## config.mk

```make
export PLATFORM = sky130hd
export DESIGN_NAME = psr_pin_state_retention
export DESIGN_NICKNAME = d
export VERILOG_FILES = /design/src/inc/psr_pkg.sv /design/src/hdl/psr_pin_state_retention.sv
export SDC_FILE = /design/constraint.sdc
export NUM_CORES = 1
export LEC_CHECK = 0
export ABC_AREA = 1
export ABC_CLOCK_PERIOD_IN_PS = 1870
export BUFFER_PORTS_ARGS = -buffer_cell sky130_fd_sc_hd__buf_2
export CELL_PAD_IN_SITES_DETAIL_PLACEMENT = 1
export CELL_PAD_IN_SITES_GLOBAL_PLACEMENT = 1
export CORE_MARGIN = 2
export CORE_UTILIZATION = 30
export DETAILED_ROUTE_END_ITERATION = 10
export MAX_ROUTING_LAYER = met4
export PLACE_DENSITY_LB_ADDON = 0.1
export SLEW_MARGIN = 20
export SYNTH_ARGS = -nofsm -noshare
export SYNTH_HDL_FRONTEND = slang
export SYNTH_SLANG_ARGS = --single-unit
```

## constraint.sdc

```tcl
create_clock -name clk -period 1.87 [get_ports clk]
set_input_delay 0.374 -clock clk [delete_from_list [all_inputs] [get_ports clk]]
set_output_delay 0.374 -clock clk [all_outputs]
set_load 0.005 [all_outputs]
```

## src/inc/psr_pkg.sv

```systemverilog
// Purpose: shared constants and types of the pin state retention controller
// Assumes: one clock, synchronous active-low reset, plain register port
// Notes:   offsets are byte addresses on the register port

package psr_pkg;

  // ==========================================================================
  // register port
  // ==========================================================================
  localparam int unsigned REG_AW = 8;                   // address width
  localparam int unsigned REG_DW = 32;                  // data width
  localparam logic [7:0]  CTRL_OFS = 8'h00;             // deep standby control
  localparam logic [7:0]  STAT_OFS = 8'h04;             // controller status

  // ==========================================================================
  // fields
  // ==========================================================================
  localparam int unsigned CTRL_KEEP_BIT = 0;            // io_retention_hold
  localparam int unsigned CTRL_REL_BIT  = 1;            // release post-deep hi-z
  localparam int unsigned STAT_ST_LSB   = 0;            // state code position
  localparam int unsigned STAT_ST_W     = 3;            // state code width
  localparam logic        KEEP_RST      = 1'b0;         // io_retention_hold reset

  // ==========================================================================
  // power-mode request codes
  // ==========================================================================
  localparam logic [1:0] MODE_RUN  = 2'h0;              // normal operation
  localparam logic [1:0] MODE_SW   = 2'h1;              // software standby
  localparam logic [1:0] MODE_DEEP = 2'h2;              // deep software standby

  // ==========================================================================
  // pad reset values
  // ==========================================================================
  localparam logic       MODE_PU_RST = 1'b1;            // mode_select_pin pulled up
  localparam logic [2:0] JTAG_PU_RST = 3'h7;            // tck, tms, tdi pulled up
  localparam logic       TDO_OE_RST  = 1'b1;            // tdo driven in reset

  // controller states
  typedef enum logic [2:0] {
    ST_NORMAL,
    ST_SWSTBY,
    ST_DEEP,
    ST_POSTHIZ,
    ST_POSTHOLD
  } psr_state_t;

endpackage

```

## src/hdl/psr_pin_state_retention.sv

```systemverilog
// Purpose: pin state control across reset, software standby, deep standby
// Assumes: power-mode controller drives powerMode and deepCancel in clk domain
// Notes:   pad outputs are registered; they follow the state one cycle later
//
// Function
// - reset: pull-ups on mode/jtag, tdo drives
// - software standby: outputs keep previous value
// - software standby: inputs go high-impedance
// - deep standby freezes software standby pin state
// - cancel without hold: hi-z, tdo drives
// - cancel with hold: freeze until bit cleared
// - software-standby wake pins keep input enabled
// - deep-standby wake pins keep input enabled
// - software standby: usb data pins keep input while inputs
// - software standby: analog, rtc, clock outputs keep driving live

`timescale 1ns/1ps

module psr_pin_state_retention #(
  parameter int unsigned       NPINS     = 16,          // general pins
  parameter logic [NPINS-1:0]  SW_WAKE_M = 16'h00ff,    // sw-standby wake capable
  parameter logic [NPINS-1:0]  DEEP_WK_M = 16'h0f0f,    // deep-standby wake capable
  parameter logic [NPINS-1:0]  USB_DAT_M = 16'h3000     // usb d+ / d- positions
) (
  input  wire logic                       clk,          // 200 MHz clock
  input  wire logic                       rst_b,        // sync reset, low active
  input  wire logic [1:0]                 powerMode,    // requested power mode
  input  wire logic                       deepCancel,   // deep standby cancel pulse
  input  wire logic [NPINS-1:0]           funcOut,      // functional output value
  input  wire logic [NPINS-1:0]           funcOe,       // functional output enable
  input  wire logic [NPINS-1:0]           funcIe,       // functional input enable
  input  wire logic [NPINS-1:0]           swWakeSel,    // chosen sw-standby wake
  input  wire logic [NPINS-1:0]           deepWakeSel,  // chosen deep-standby wake
  input  wire logic [NPINS-1:0]           liveDrive,    // rtc/clock/analog selected
  input  wire logic                       jtagTdo,      // tdo from debug logic
  input  wire logic [psr_pkg::REG_AW-1:0] regAddr,      // register address
  input  wire logic [psr_pkg::REG_DW-1:0] regWrData,    // register write data
  input  wire logic                       regWr,        // write strobe
  input  wire logic                       regRd,        // read strobe
  output logic      [psr_pkg::REG_DW-1:0] regRdData,    // read data, next cycle
  output logic      [NPINS-1:0]           padOut,       // pad output value
  output logic      [NPINS-1:0]           padOe,        // pad output enable
  output logic      [NPINS-1:0]           padIe,        // pad input enable
  output logic                            modePullUp,   // mode_select_pin pull-up
  output logic      [2:0]                 jtagPullUp,   // tck, tms, tdi pull-ups
  output logic                            tdoOut,       // tdo pad value
  output logic                            tdoOe,        // tdo pad output enable
  output logic                            ioRetentionHold // hold bit, mirrored
);

  // ==========================================================================
  // declarations
  // ==========================================================================
  psr_pkg::psr_state_t         state_q;                 // controller state
  psr_pkg::psr_state_t         state_d;                 // next state
  logic                        keep_q;                  // io_retention_hold
  logic [NPINS-1:0]            keepOut_q;               // latched output value
  logic [NPINS-1:0]            keepOe_q;                // latched direction
  logic                        keepTdo_q;               // latched tdo value
  logic [NPINS-1:0]            padOut_q;                // pad value register
  logic [NPINS-1:0]            padOe_q;                 // pad enable register
  logic [NPINS-1:0]            padIe_q;                 // pad input register
  logic [NPINS-1:0]            padOut_d;                // pad value next
  logic [NPINS-1:0]            padOe_d;                 // pad enable next
  logic [NPINS-1:0]            padIe_d;                 // pad input next
  logic                        modePu_q;                // mode pull-up register
  logic                        modePu_d;                // mode pull-up next
  logic [2:0]                  jtagPu_q;                // jtag pull-up register
  logic [2:0]                  jtagPu_d;                // jtag pull-up next
  logic                        tdoOut_q;                // tdo value register
  logic                        tdoOut_d;                // tdo value next
  logic                        tdoOe_q;                 // tdo enable register
  logic                        tdoOe_d;                 // tdo enable next
  logic [psr_pkg::REG_DW-1:0]  rdData_q;                // read data register
  logic [psr_pkg::REG_DW-1:0]  rdData_d;                // read data next
  logic                        ctrlWr;                  // write hits control
  logic                        releaseWr;               // release command write
  logic [NPINS-1:0]            wakeEnSw;                // sw-standby input enables
  logic [NPINS-1:0]            wakeEnDeep;              // deep input enables

  // ==========================================================================
  // register port decode
  // ==========================================================================
  // only the control offset takes writes; other offsets are ignored
  assign ctrlWr    = regWr && (regAddr == psr_pkg::CTRL_OFS);
  assign releaseWr = ctrlWr && regWrData[psr_pkg::CTRL_REL_BIT];

  // retention hold bit, only software writes it
  always_ff @(posedge clk) begin
    if (!rst_b) begin
      keep_q <= psr_pkg::KEEP_RST;
    end else if (ctrlWr) begin
      keep_q <= regWrData[psr_pkg::CTRL_KEEP_BIT];
    end
  end

  // read mux, zero on unmapped address or no strobe
  always_comb begin
    rdData_d = '0;
    if (regRd) begin
      case (regAddr)
        psr_pkg::CTRL_OFS: begin
          rdData_d[psr_pkg::CTRL_KEEP_BIT] = keep_q;  // release reads zero
        end
        psr_pkg::STAT_OFS: begin
          rdData_d[psr_pkg::STAT_ST_LSB +: psr_pkg::STAT_ST_W] = state_q;
        end
        default: begin
          rdData_d = '0;
        end
      endcase
    end
  end

  // read data stands one cycle only
  always_ff @(posedge clk) begin
    if (!rst_b) begin
      rdData_q <= '0;
    end else begin
      rdData_q <= rdData_d;
    end
  end

  // ==========================================================================
  // mode sequencing
  // ==========================================================================
  always_comb begin
    state_d = state_q;
    case (state_q)
      psr_pkg::ST_NORMAL: begin
        if (powerMode == psr_pkg::MODE_SW || powerMode == psr_pkg::MODE_DEEP) begin
          state_d = psr_pkg::ST_SWSTBY;                 // deep passes via sw standby
        end
      end
      psr_pkg::ST_SWSTBY: begin
        if (powerMode == psr_pkg::MODE_DEEP) begin
          state_d = psr_pkg::ST_DEEP;
        end else if (powerMode != psr_pkg::MODE_SW) begin
          state_d = psr_pkg::ST_NORMAL;
        end
      end
      psr_pkg::ST_DEEP: begin
        if (deepCancel) begin
          state_d = keep_q ? psr_pkg::ST_POSTHOLD : psr_pkg::ST_POSTHIZ;
        end
      end
      psr_pkg::ST_POSTHOLD: begin
        if (!keep_q) begin
          state_d = psr_pkg::ST_NORMAL;
        end
      end
      psr_pkg::ST_POSTHIZ: begin
        if (releaseWr) begin
          state_d = psr_pkg::ST_NORMAL;                 // software reconfigured ports
        end
      end
      default: begin
        // illegal code recovers to normal operation
        state_d = psr_pkg::ST_NORMAL;
      end
    endcase
  end

  // state register
  always_ff @(posedge clk) begin
    if (!rst_b) begin
      state_q <= psr_pkg::ST_NORMAL;
    end else begin
      state_q <= state_d;
    end
  end

  // latch pin value and direction on standby entry
  // only the normal-to-standby edge loads it, so deep entry keeps it
  always_ff @(posedge clk) begin
    if (!rst_b) begin
      keepOut_q <= '0;
      keepOe_q  <= '0;
      keepTdo_q <= 1'b0;
    end else if (state_q == psr_pkg::ST_NORMAL && state_d == psr_pkg::ST_SWSTBY) begin
      keepOut_q <= funcOut;
      keepOe_q  <= funcOe;
      keepTdo_q <= jtagTdo;
    end
  end

  // ==========================================================================
  // pad control
  // ==========================================================================
  // inputs kept alive in standby: wake sources, plus usb data inputs in software standby only
  assign wakeEnSw   = (swWakeSel & SW_WAKE_M) | (funcIe & USB_DAT_M);
  assign wakeEnDeep = deepWakeSel & DEEP_WK_M;

  // every pad register holds its value unless the state says otherwise
  always_comb begin
    padOut_d = padOut_q;
    padOe_d  = padOe_q;
    padIe_d  = padIe_q;
    modePu_d = modePu_q;
    jtagPu_d = jtagPu_q;
    tdoOut_d = tdoOut_q;
    tdoOe_d  = tdoOe_q;
    case (state_q)
      psr_pkg::ST_NORMAL: begin                          // functional pass-through
        padOut_d = funcOut;
        padOe_d  = funcOe;
        padIe_d  = funcIe;
        modePu_d = psr_pkg::MODE_PU_RST;
        jtagPu_d = psr_pkg::JTAG_PU_RST;
        tdoOut_d = jtagTdo;
        tdoOe_d  = psr_pkg::TDO_OE_RST;
      end
      psr_pkg::ST_SWSTBY: begin                          // keep outputs, float inputs
        padOut_d = (keepOut_q & ~liveDrive) | (funcOut & liveDrive);
        padOe_d  = (keepOe_q & ~liveDrive) | (funcOe & liveDrive);
        padIe_d  = wakeEnSw;
        modePu_d = 1'b0;
        jtagPu_d = '0;
        tdoOut_d = keepTdo_q;
        tdoOe_d  = 1'b1;
      end
      psr_pkg::ST_DEEP: begin                            // drive state frozen
        padIe_d = wakeEnDeep;
      end
      psr_pkg::ST_POSTHOLD: begin                        // everything frozen
        padIe_d = padIe_q;
      end
      psr_pkg::ST_POSTHIZ: begin                         // startup hi-z
        padOut_d = '0;
        padOe_d  = '0;
        padIe_d  = '0;
        modePu_d = 1'b0;
        jtagPu_d = '0;
        tdoOut_d = jtagTdo;
        tdoOe_d  = 1'b1;
      end
      default: begin
        padOe_d = '0;
        padIe_d = '0;
      end
    endcase
  end

  // pad registers; reset values give the reset pin states
  always_ff @(posedge clk) begin
    if (!rst_b) begin
      padOut_q <= '0;
      padOe_q  <= '0;
      padIe_q  <= '0;
      modePu_q <= psr_pkg::MODE_PU_RST;
      jtagPu_q <= psr_pkg::JTAG_PU_RST;
      tdoOut_q <= 1'b0;
      tdoOe_q  <= psr_pkg::TDO_OE_RST;
    end else begin
      padOut_q <= padOut_d;
      padOe_q  <= padOe_d;
      padIe_q  <= padIe_d;
      modePu_q <= modePu_d;
      jtagPu_q <= jtagPu_d;
      tdoOut_q <= tdoOut_d;
      tdoOe_q  <= tdoOe_d;
    end
  end

  // ==========================================================================
  // outputs
  // ==========================================================================
  // every output below is a flop, so pads never glitch on mode changes
  assign regRdData       = rdData_q;
  assign padOut          = padOut_q;
  assign padOe           = padOe_q;
  assign padIe           = padIe_q;
  assign modePullUp      = modePu_q;
  assign jtagPullUp      = jtagPu_q;
  assign tdoOut          = tdoOut_q;
  assign tdoOe           = tdoOe_q;
  assign ioRetentionHold = keep_q;

  // ==========================================================================
  // assertions
  // ==========================================================================
  // each property samples the flops one edge after the state that set them
  a_reset_pull_ups: assert property (@(posedge clk) !rst_b |=>
      (modePu_q && jtagPu_q == 3'h7 && tdoOe_q && padOe_q == '0 && padIe_q == '0))
    else $error("reset pin state wrong");

  a_entry_latch: assert property (@(posedge clk) disable iff (!rst_b)
      (state_q == psr_pkg::ST_NORMAL && state_d == psr_pkg::ST_SWSTBY)
      |=> (keepOut_q == $past(funcOut) && keepOe_q == $past(funcOe)))
    else $error("standby entry latch missed");

  a_sw_outputs_kept: assert property (@(posedge clk) disable iff (!rst_b)
      state_q == psr_pkg::ST_SWSTBY
      |=> (((padOe_q ^ $past(keepOe_q)) | (padOut_q ^ $past(keepOut_q)))
           & ~$past(liveDrive)) == '0)
    else $error("standby output not retained");

  a_sw_inputs_float: assert property (@(posedge clk) disable iff (!rst_b)
      state_q == psr_pkg::ST_SWSTBY
      |=> ((padIe_q & ~$past(wakeEnSw)) == '0 && !modePu_q && jtagPu_q == '0))
    else $error("standby input not floated");

  a_deep_frozen: assert property (@(posedge clk) disable iff (!rst_b)
      state_q == psr_pkg::ST_DEEP
      |=> (padOut_q == $past(padOut_q) && padOe_q == $past(padOe_q)
           && tdoOe_q == $past(tdoOe_q)))
    else $error("deep standby pin state moved");

  a_cancel_hiz: assert property (@(posedge clk) disable iff (!rst_b)
      (state_q == psr_pkg::ST_DEEP && deepCancel && !keep_q)
      |=> ##1 (padOe_q == '0 && tdoOe_q && tdoOut_q == $past(jtagTdo)))
    else $error("post-cancel hi-z wrong");

  // a hold clear written in this cycle only counts one edge later, so the
  // branch looks at the hold value that the state machine really used
  a_hold_until_clear: assert property (@(posedge clk) disable iff (!rst_b)
      (state_q == psr_pkg::ST_POSTHOLD)
      |=> ($past(keep_q) ? (state_q == psr_pkg::ST_POSTHOLD && $stable(padOe_q))
                         : state_q == psr_pkg::ST_NORMAL))
    else $error("retention hold not honoured");

  a_sw_wake_input: assert property (@(posedge clk) disable iff (!rst_b)
      state_q == psr_pkg::ST_SWSTBY
      |=> ((~padIe_q & $past(swWakeSel) & SW_WAKE_M) == '0))
    else $error("sw wake input disabled");

  a_deep_wake_input: assert property (@(posedge clk) disable iff (!rst_b)
      state_q == psr_pkg::ST_DEEP |=> padIe_q == ($past(deepWakeSel) & DEEP_WK_M))
    else $error("deep wake input wrong");

  a_usb_input_kept: assert property (@(posedge clk) disable iff (!rst_b)
      state_q == psr_pkg::ST_SWSTBY
      |=> ((~padIe_q & $past(funcIe) & USB_DAT_M) == '0))
    else $error("usb data input disabled");

  a_live_drive: assert property (@(posedge clk) disable iff (!rst_b)
      state_q == psr_pkg::ST_SWSTBY
      |=> (((padOut_q ^ $past(funcOut)) | (padOe_q ^ $past(funcOe)))
           & $past(liveDrive)) == '0)
    else $error("live output not driven");

endmodule

```

==> results.toml, run 1 <==
[sta]
min_period_over_period = 0.868
fmax_mhz = 616
tightestPinTransition_ns = 0.550
setup_tns_ns = 0
clock_skew_ns = 0.00609
hold_viol_final = 0
rsz0062_at_grt = "no"
setup_violations = 0
finalWorstPathRequiredPeriod_ns = 1.62
finalMaxSlewViolations = 0
relSlewSlack = 0.633

[power]
power_frac_comb = 0.194
p_sw_w = 0.00142
design_power_total_w = 0.00500
ir_drop_v = 0.000463
seq_power_share = 0.439
leakagePower_nw = 2.61
power_density_nw_per_um2 = 929
switching_share = 0.283
clockPowerShare = 0.367
intPower_w = 0.00358

[worst_hold_path]
min_path_type = "input pin to flip-flop"

[route]
drc = 0
first_iter_violations = 136
vias = 4372
via_per_inst = 4.62
wl_um = 13800
antenna_left = 0
dr.pass1.iters = 4
routedWlPerCell_um = 14.6

[clocking]
cts_buffers = 9
cts_sinks = 90
clock_latency_ns = 0.35
cts_resized = 0
cts_setup_buffers = 0
cts-root-buf = "clkbuf_16"
cts-root-to-sink-buffers = 2
cts_max_level = 3
ctsHoldBuffers = 0
clkTransAtPathRegs_ns = 0.06
cts_tree = "done"

[worst_setup_path]
worst_ep_required_time_ns = 2.09
worstSetupStartpointType = "flip-flop"
end_kind = "flip-flop"
crit_type = "flip-flop to flip-flop"
crit_arrival_ns = 1.84
r2r_slack_ns = 0.25
crit_fanout = 16

[synth]
synth_edf_count = 0
synthesis.area_um2 = 4230
ys_ff_latch = 90
yosysUniqueCellTypes = 23
async_flop_share = 0
synth_seq_area_share = 0.426
synth_top_area_share = 0.426
syn_area_per_cell_um2 = 6.81
yosys_warnings = 0
synth_flop_cell = "dfxtp_1"
synth_area_leaders = "dfxtp_1, nand2_1, o21ai_0"
yosysTopAreaCell = "dfxtp_1"
synthCells = 621

[final_layout]
layout-drive-gt1-share = 0.245
layout_common_cells = "nand2_1, buf_2, o21ai_0, dfxtp_1, inv_1"
nNetsFinal = 910
seqCellArea_um2 = 1800
fillCellCount = 1833
fin_area_um2 = 5380
diodes = 0
layout_commonest_cell = "nand2_1"
instances_no_fill = 947
syn_to_final_growth_pct = 27.2
multiInputGateArea_um2 = 1900

[run]
cap_violations = 0

[placement]
dp_hpwl_um = 10200
port_buffers = 154
gp_congestion = 0.778
dpl_cell_area_um2 = 5090
placed_cells = 933

[die]
io_pins = 231
die-width_um = 123
row_count = 43
die_h_um = 123
die_area_um2 = 15100
initial_utilization = 0.306
core-area_um2 = 13800

[global_route]
grt_pass1_wl_um = 21100
grt_antenna_before_repair = 0
track_usage = 0.190
grt_pass1_vias = 4377
grt_max_degree = 36
overflow = 0

[status]
outcome = "finished, final reports clean"
power by group through the flow:
stage               Clock [W]  Sequential, W  Combinational (W)
floorplan                   0        0.00224           0.000566
global placement            0        0.00224           0.000947
detailed placement          0        0.00224           0.000986
CTS                   0.00191        0.00220           0.000991
global route          0.00198        0.00222            0.00111
finish                0.00184        0.00220           0.000969
kinds of logic after synthesis:
family / synth area share
other: 0.00178
DFF: 0.426
and+or+nand+nor: 0.198
adders and majority gates: 0.00591
AOI/OAI and AO/OA: 0.217
buffers and inverters: 0.152
final timing paths:
| check | startpoint | to | cells past startpoint |
|---|---|---|---|
| setup / recovery | state_q[2]$_SDFF_PN0_ | padOut[5]$_SDFFE_PN0P_ | 4 |
| hold / removal | funcIe[14] | padIe[14]$_SDFFE_PN0N_ | 3 |
| setup reg to reg | state_q[2]$_SDFF_PN0_ | padOut[5]$_SDFFE_PN0P_ | 4 |
| hold reg to reg | keepOe_q[8]$_SDFFE_PN0P_ | keepOe_q[8]$_SDFFE_PN0P_ | 2 |
final cells by class:
cell class	count	share of cell area
sequential	90	0.335
clock inverter	3	0.00744
tap	180	0.0418
timing repair buffer	166	0.167
inverter	71	0.0495
clock buffer	11	0.0470
multi-input combinational	426	0.353
stage by stage:
step | utilization | hold slack, ns | setup WS (ns)
2_1_floorplan | - | 0.424 | 0.492
3_3_place_gp | 0.368 | 0.431 | 0.321
4_1_cts | 0.389 | 0.268 | 0.230
3_5_place_dp | 0.368 | 0.441 | 0.248
6_report | 0.389 | 0.285 | 0.247
5_1_grt | 0.389 | 0.297 | 0.00739
worst max-delay path: stages, from the launching register on:
cell	delay, ns
dfxtp_1	0.41
nor2_1	0.35
inv_1	0.36
o21ai_0	0.29
a21oi_1	0.10
routing by layer:
metal  vias to the layer above  wire length, um  global-route usage
met3                        15              807              0.0469
li1                       2209                -                   -
met4                         0              275              0.0790
met1                      2031             5860               0.206
met2                       117             6860               0.329
met5                         -                0                   -
registers in the layout, summed over array words and instances, names as in the netlist:
| register | count |
|---|---|
| keepOe_q | 16 |
| padIe | 16 |
| padOe | 16 |
| keepTdo_q | 1 |
| keepOut_q | 16 |
| regRdData | 3 |
| state_q | 3 |
| tdoOut | 1 |
| jtagPullUp | 1 |
| ioRetentionHold | 1 |
| padOut | 16 |
cells in the mapped netlist, types with 2 or more instances:
cell type / n
a21oi_1: 56
a31oi_1: 16
buf_2: 12
buf_4: 34
clkbuf_1: 14
conb_1: 2
dfxtp_1: 90
ha_1: 2
inv_1: 66
inv_2: 4
nand2_1: 161
nand3_1: 13
nor2_1: 35
nor2_2: 2
nor3_1: 2
o21ai_0: 96
o21ai_1: 10
No activity file was read; power rests on OpenSTA's default activity.
==> run 2: changes to the inputs <==
--- a/config.mk
+++ b/config.mk
@@ -5,13 +5,12 @@
 export SDC_FILE = /design/constraint.sdc
 export NUM_CORES = 1
 export LEC_CHECK = 0
-export ABC_AREA = 1
 export ABC_CLOCK_PERIOD_IN_PS = 1870
 export BUFFER_PORTS_ARGS = -buffer_cell sky130_fd_sc_hd__buf_2
 export CELL_PAD_IN_SITES_DETAIL_PLACEMENT = 1
 export CELL_PAD_IN_SITES_GLOBAL_PLACEMENT = 1
 export CORE_MARGIN = 2
-export CORE_UTILIZATION = 30
+export CORE_UTILIZATION = 33
 export DETAILED_ROUTE_END_ITERATION = 10
 export MAX_ROUTING_LAYER = met4
 export PLACE_DENSITY_LB_ADDON = 0.1
==> results.toml, run 2 <==
[synth]
yosysUniqueCellTypes = 47
synth_area_leaders = "dfxtp_1, nand2_1, buf_4"
ys_ff_latch = 90
synthCells = 532
yosysMostFrequentCell = "nand2_1"
yosys_warnings = 0
synth_seq_area_share = 0.389
synthesis.area_um2 = 4630
yosysTopAreaCell = "dfxtp_1"
yosys-top-cells-count = "nand2_1, dfxtp_1, a21oi_1"
synth_top_area_share = 0.389
async_flop_share = 0
syn_area_per_cell_um2 = 8.71
synth_edf_count = 0
synth_flop_cell = "dfxtp_1"

[global_route]
track_usage = 0.198
grt_pass1_wl_um = 22200
grt_pass1_vias = 4371
overflow = 0
grt_max_degree = 65
grt_antenna_before_repair = 0

[sta]
finalWorstPathRequiredPeriod_ns = 1.66
tightestPinTransition_ns = 0.861
finalMaxSlewViolations = 0
hold_viol_final = 0
min_period_over_period = 0.886
rsz0062_at_grt = "no"
clock_skew_ns = 0.00486
setup_violations = 0
fmax_mhz = 604
relSlewSlack = 0.425

[final_layout]
layout_commonest_cell = "buf_2"
layout_common_cells = "buf_2, nand2_1, dfxtp_1, a21oi_1, o21bai_1"
nNetsFinal = 811
diodes = 0
syn_to_final_growth_pct = 23.0
fillCellCount = 1692
postLayoutCoreUtil = 0.414
layout-drive-gt1-share = 0.354

[worst_setup_path]
crit_type = "flip-flop to flip-flop"
reg2regPathDepth = 4
end_kind = "flip-flop"
crit_fanout = 16
worst_ep_required_time_ns = 2.09
worstSetupStartpointType = "flip-flop"
crit_arrival_ns = 1.87

[die]
core-area_um2 = 13800
die_area_um2 = 15000
die-width_um = 122
die_h_um = 122
row_count = 43
io_pins = 231
initial_utilization = 0.336

[clocking]
cts-root-buf = "clkbuf_16"
clock_latency_ns = 0.34
cts_setup_buffers = 0
cts_max_level = 3
cts_buffers = 9
ctsHoldBuffers = 0
cts_resized = 0
cts_tree = "done"
cts_sinks = 90
clkTransAtPathRegs_ns = 0.06
cts-root-to-sink-buffers = 2

[power]
power_frac_comb = 0.235
clockPowerShare = 0.338
switching_share = 0.292
p_sw_w = 0.00152
power_density_nw_per_um2 = 911
design_power_total_w = 0.00519
intPower_w = 0.00367
leakagePower_nw = 2.49
ir_drop_v = 0.000502
seq_power_share = 0.428

[route]
antenna_left = 0
wl_um = 14400
wl_met1_um = 6230
dr.pass1.iters = 4
via_per_inst = 5.10
first_iter_violations = 158
wl_met2_um = 7030
routedWlPerCell_um = 16.9
route.met3.wl_um = 689
drc = 0
vias = 4338
top_layer_used = "met4"

[worst_hold_path]
min_path_type = "input pin to flip-flop"
worstHoldPathCells = 3

[placement]
dp_hpwl_um = 10100
port_buffers = 154
gp_congestion = 0.755

[status]
outcome = "finished, final reports clean"

[run]
cap_violations = 0
run 2: cell types whose count changed after synthesis, moves of 10 or more:
| cell | delta |
|---|---|
| nand2b_1 | +17 |
| a22oi_1 | +25 |
| buf_6 | +10 |
| nor2_1 | -10 |
| o21bai_1 | +33 |
| nand3_1 | -11 |
| mux2_2 | +11 |
| inv_1 | -62 |
| nor3_1 | +19 |
| nand2_1 | -68 |
| a31oi_1 | -16 |
| o221a_2 | +17 |
| o21ai_0 | -95 |
| a2111oi_2 | +10 |
run 2: path summary, 6_finish.rpt:
kind                          start  slack [ns]                endpoint
max           state_q[2]$_SDFF_PN0_        0.21  padOe[15]$_SDFFE_PN0N_
max reg2reg   state_q[2]$_SDFF_PN0_        0.21  padOe[15]$_SDFFE_PN0N_
min                      funcIe[15]        0.27  padIe[15]$_SDFFE_PN0N_
min reg2reg  keepTdo_q$_SDFFE_PN0P_        0.45  keepTdo_q$_SDFFE_PN0P_
run 2: metal layers:
metal  GRT usage  vias up
met5           -        -
met4      0.0912        0
met3      0.0330       23
met2       0.332      123
met1       0.231     2102
li1            -     2090
run 2: power groups by stage:
stage | Clock, W | Sequential (W) | Combinational, W
floorplan | 0 | 0.00225 | 0.000822
global placement | 0 | 0.00226 | 0.00120
detailed placement | 0 | 0.00226 | 0.00123
CTS | 0.00181 | 0.00222 | 0.00124
global route | 0.00188 | 0.00225 | 0.00136
finish | 0.00175 | 0.00222 | 0.00122
run 2: worst max-delay path, stage by stage, from the launching register on:
cell       delay (ns)
dfxtp_2          0.61
or3_1            0.18
buf_4            0.24
a21oi_1          0.10
a2111oi_0        0.39
run 2: cells by family (layout without fill, tap and decap cells):
| family | Yosys count | after routing | synth area share |
|---|---|---|---|
| simple gates | 179 | 179 | 0.180 |
| fa+ha+maj | 2 | 2 | 0.00540 |
| buf+inv | 84 | 194 | 0.119 |
| flops | 90 | 90 | 0.389 |
| other cells | 2 | 30 | 0.00162 |
| compound gates | 158 | 158 | 0.261 |
| xor+xnor | 1 | 1 | 0.00594 |
| mux | 16 | 16 | 0.0375 |
run 2: final cells by class:
class / count / area (um2) / area share
timing repair buffer: 172 / 968 / 0.170
clock buffer: 14 / 274 / 0.0481
tap: 180 / 225 / 0.0395
sequential: 90 / 1810 / 0.317
multi-input combinational: 386 / 2390 / 0.419
inverter: 6 / 22.5 / 0.00395
clock inverter: 2 / 10.0 / 0.00176
run 2: metrics by stage:
step                      std cells  setup TNS, ns  worst slack, ns  hold slack [ns]  cell area (um2)
after floorplan                 560              0           0.0985            0.432             4740
after global placement          834         -0.949          -0.0542            0.441             5410
after CTS                       850              0           0.0858            0.262             5690
after detailed placement        834          -1.31          -0.0657            0.446             5410
final                           850              0            0.214            0.272             5700
after global routing            850              0           0.0379            0.273             5700
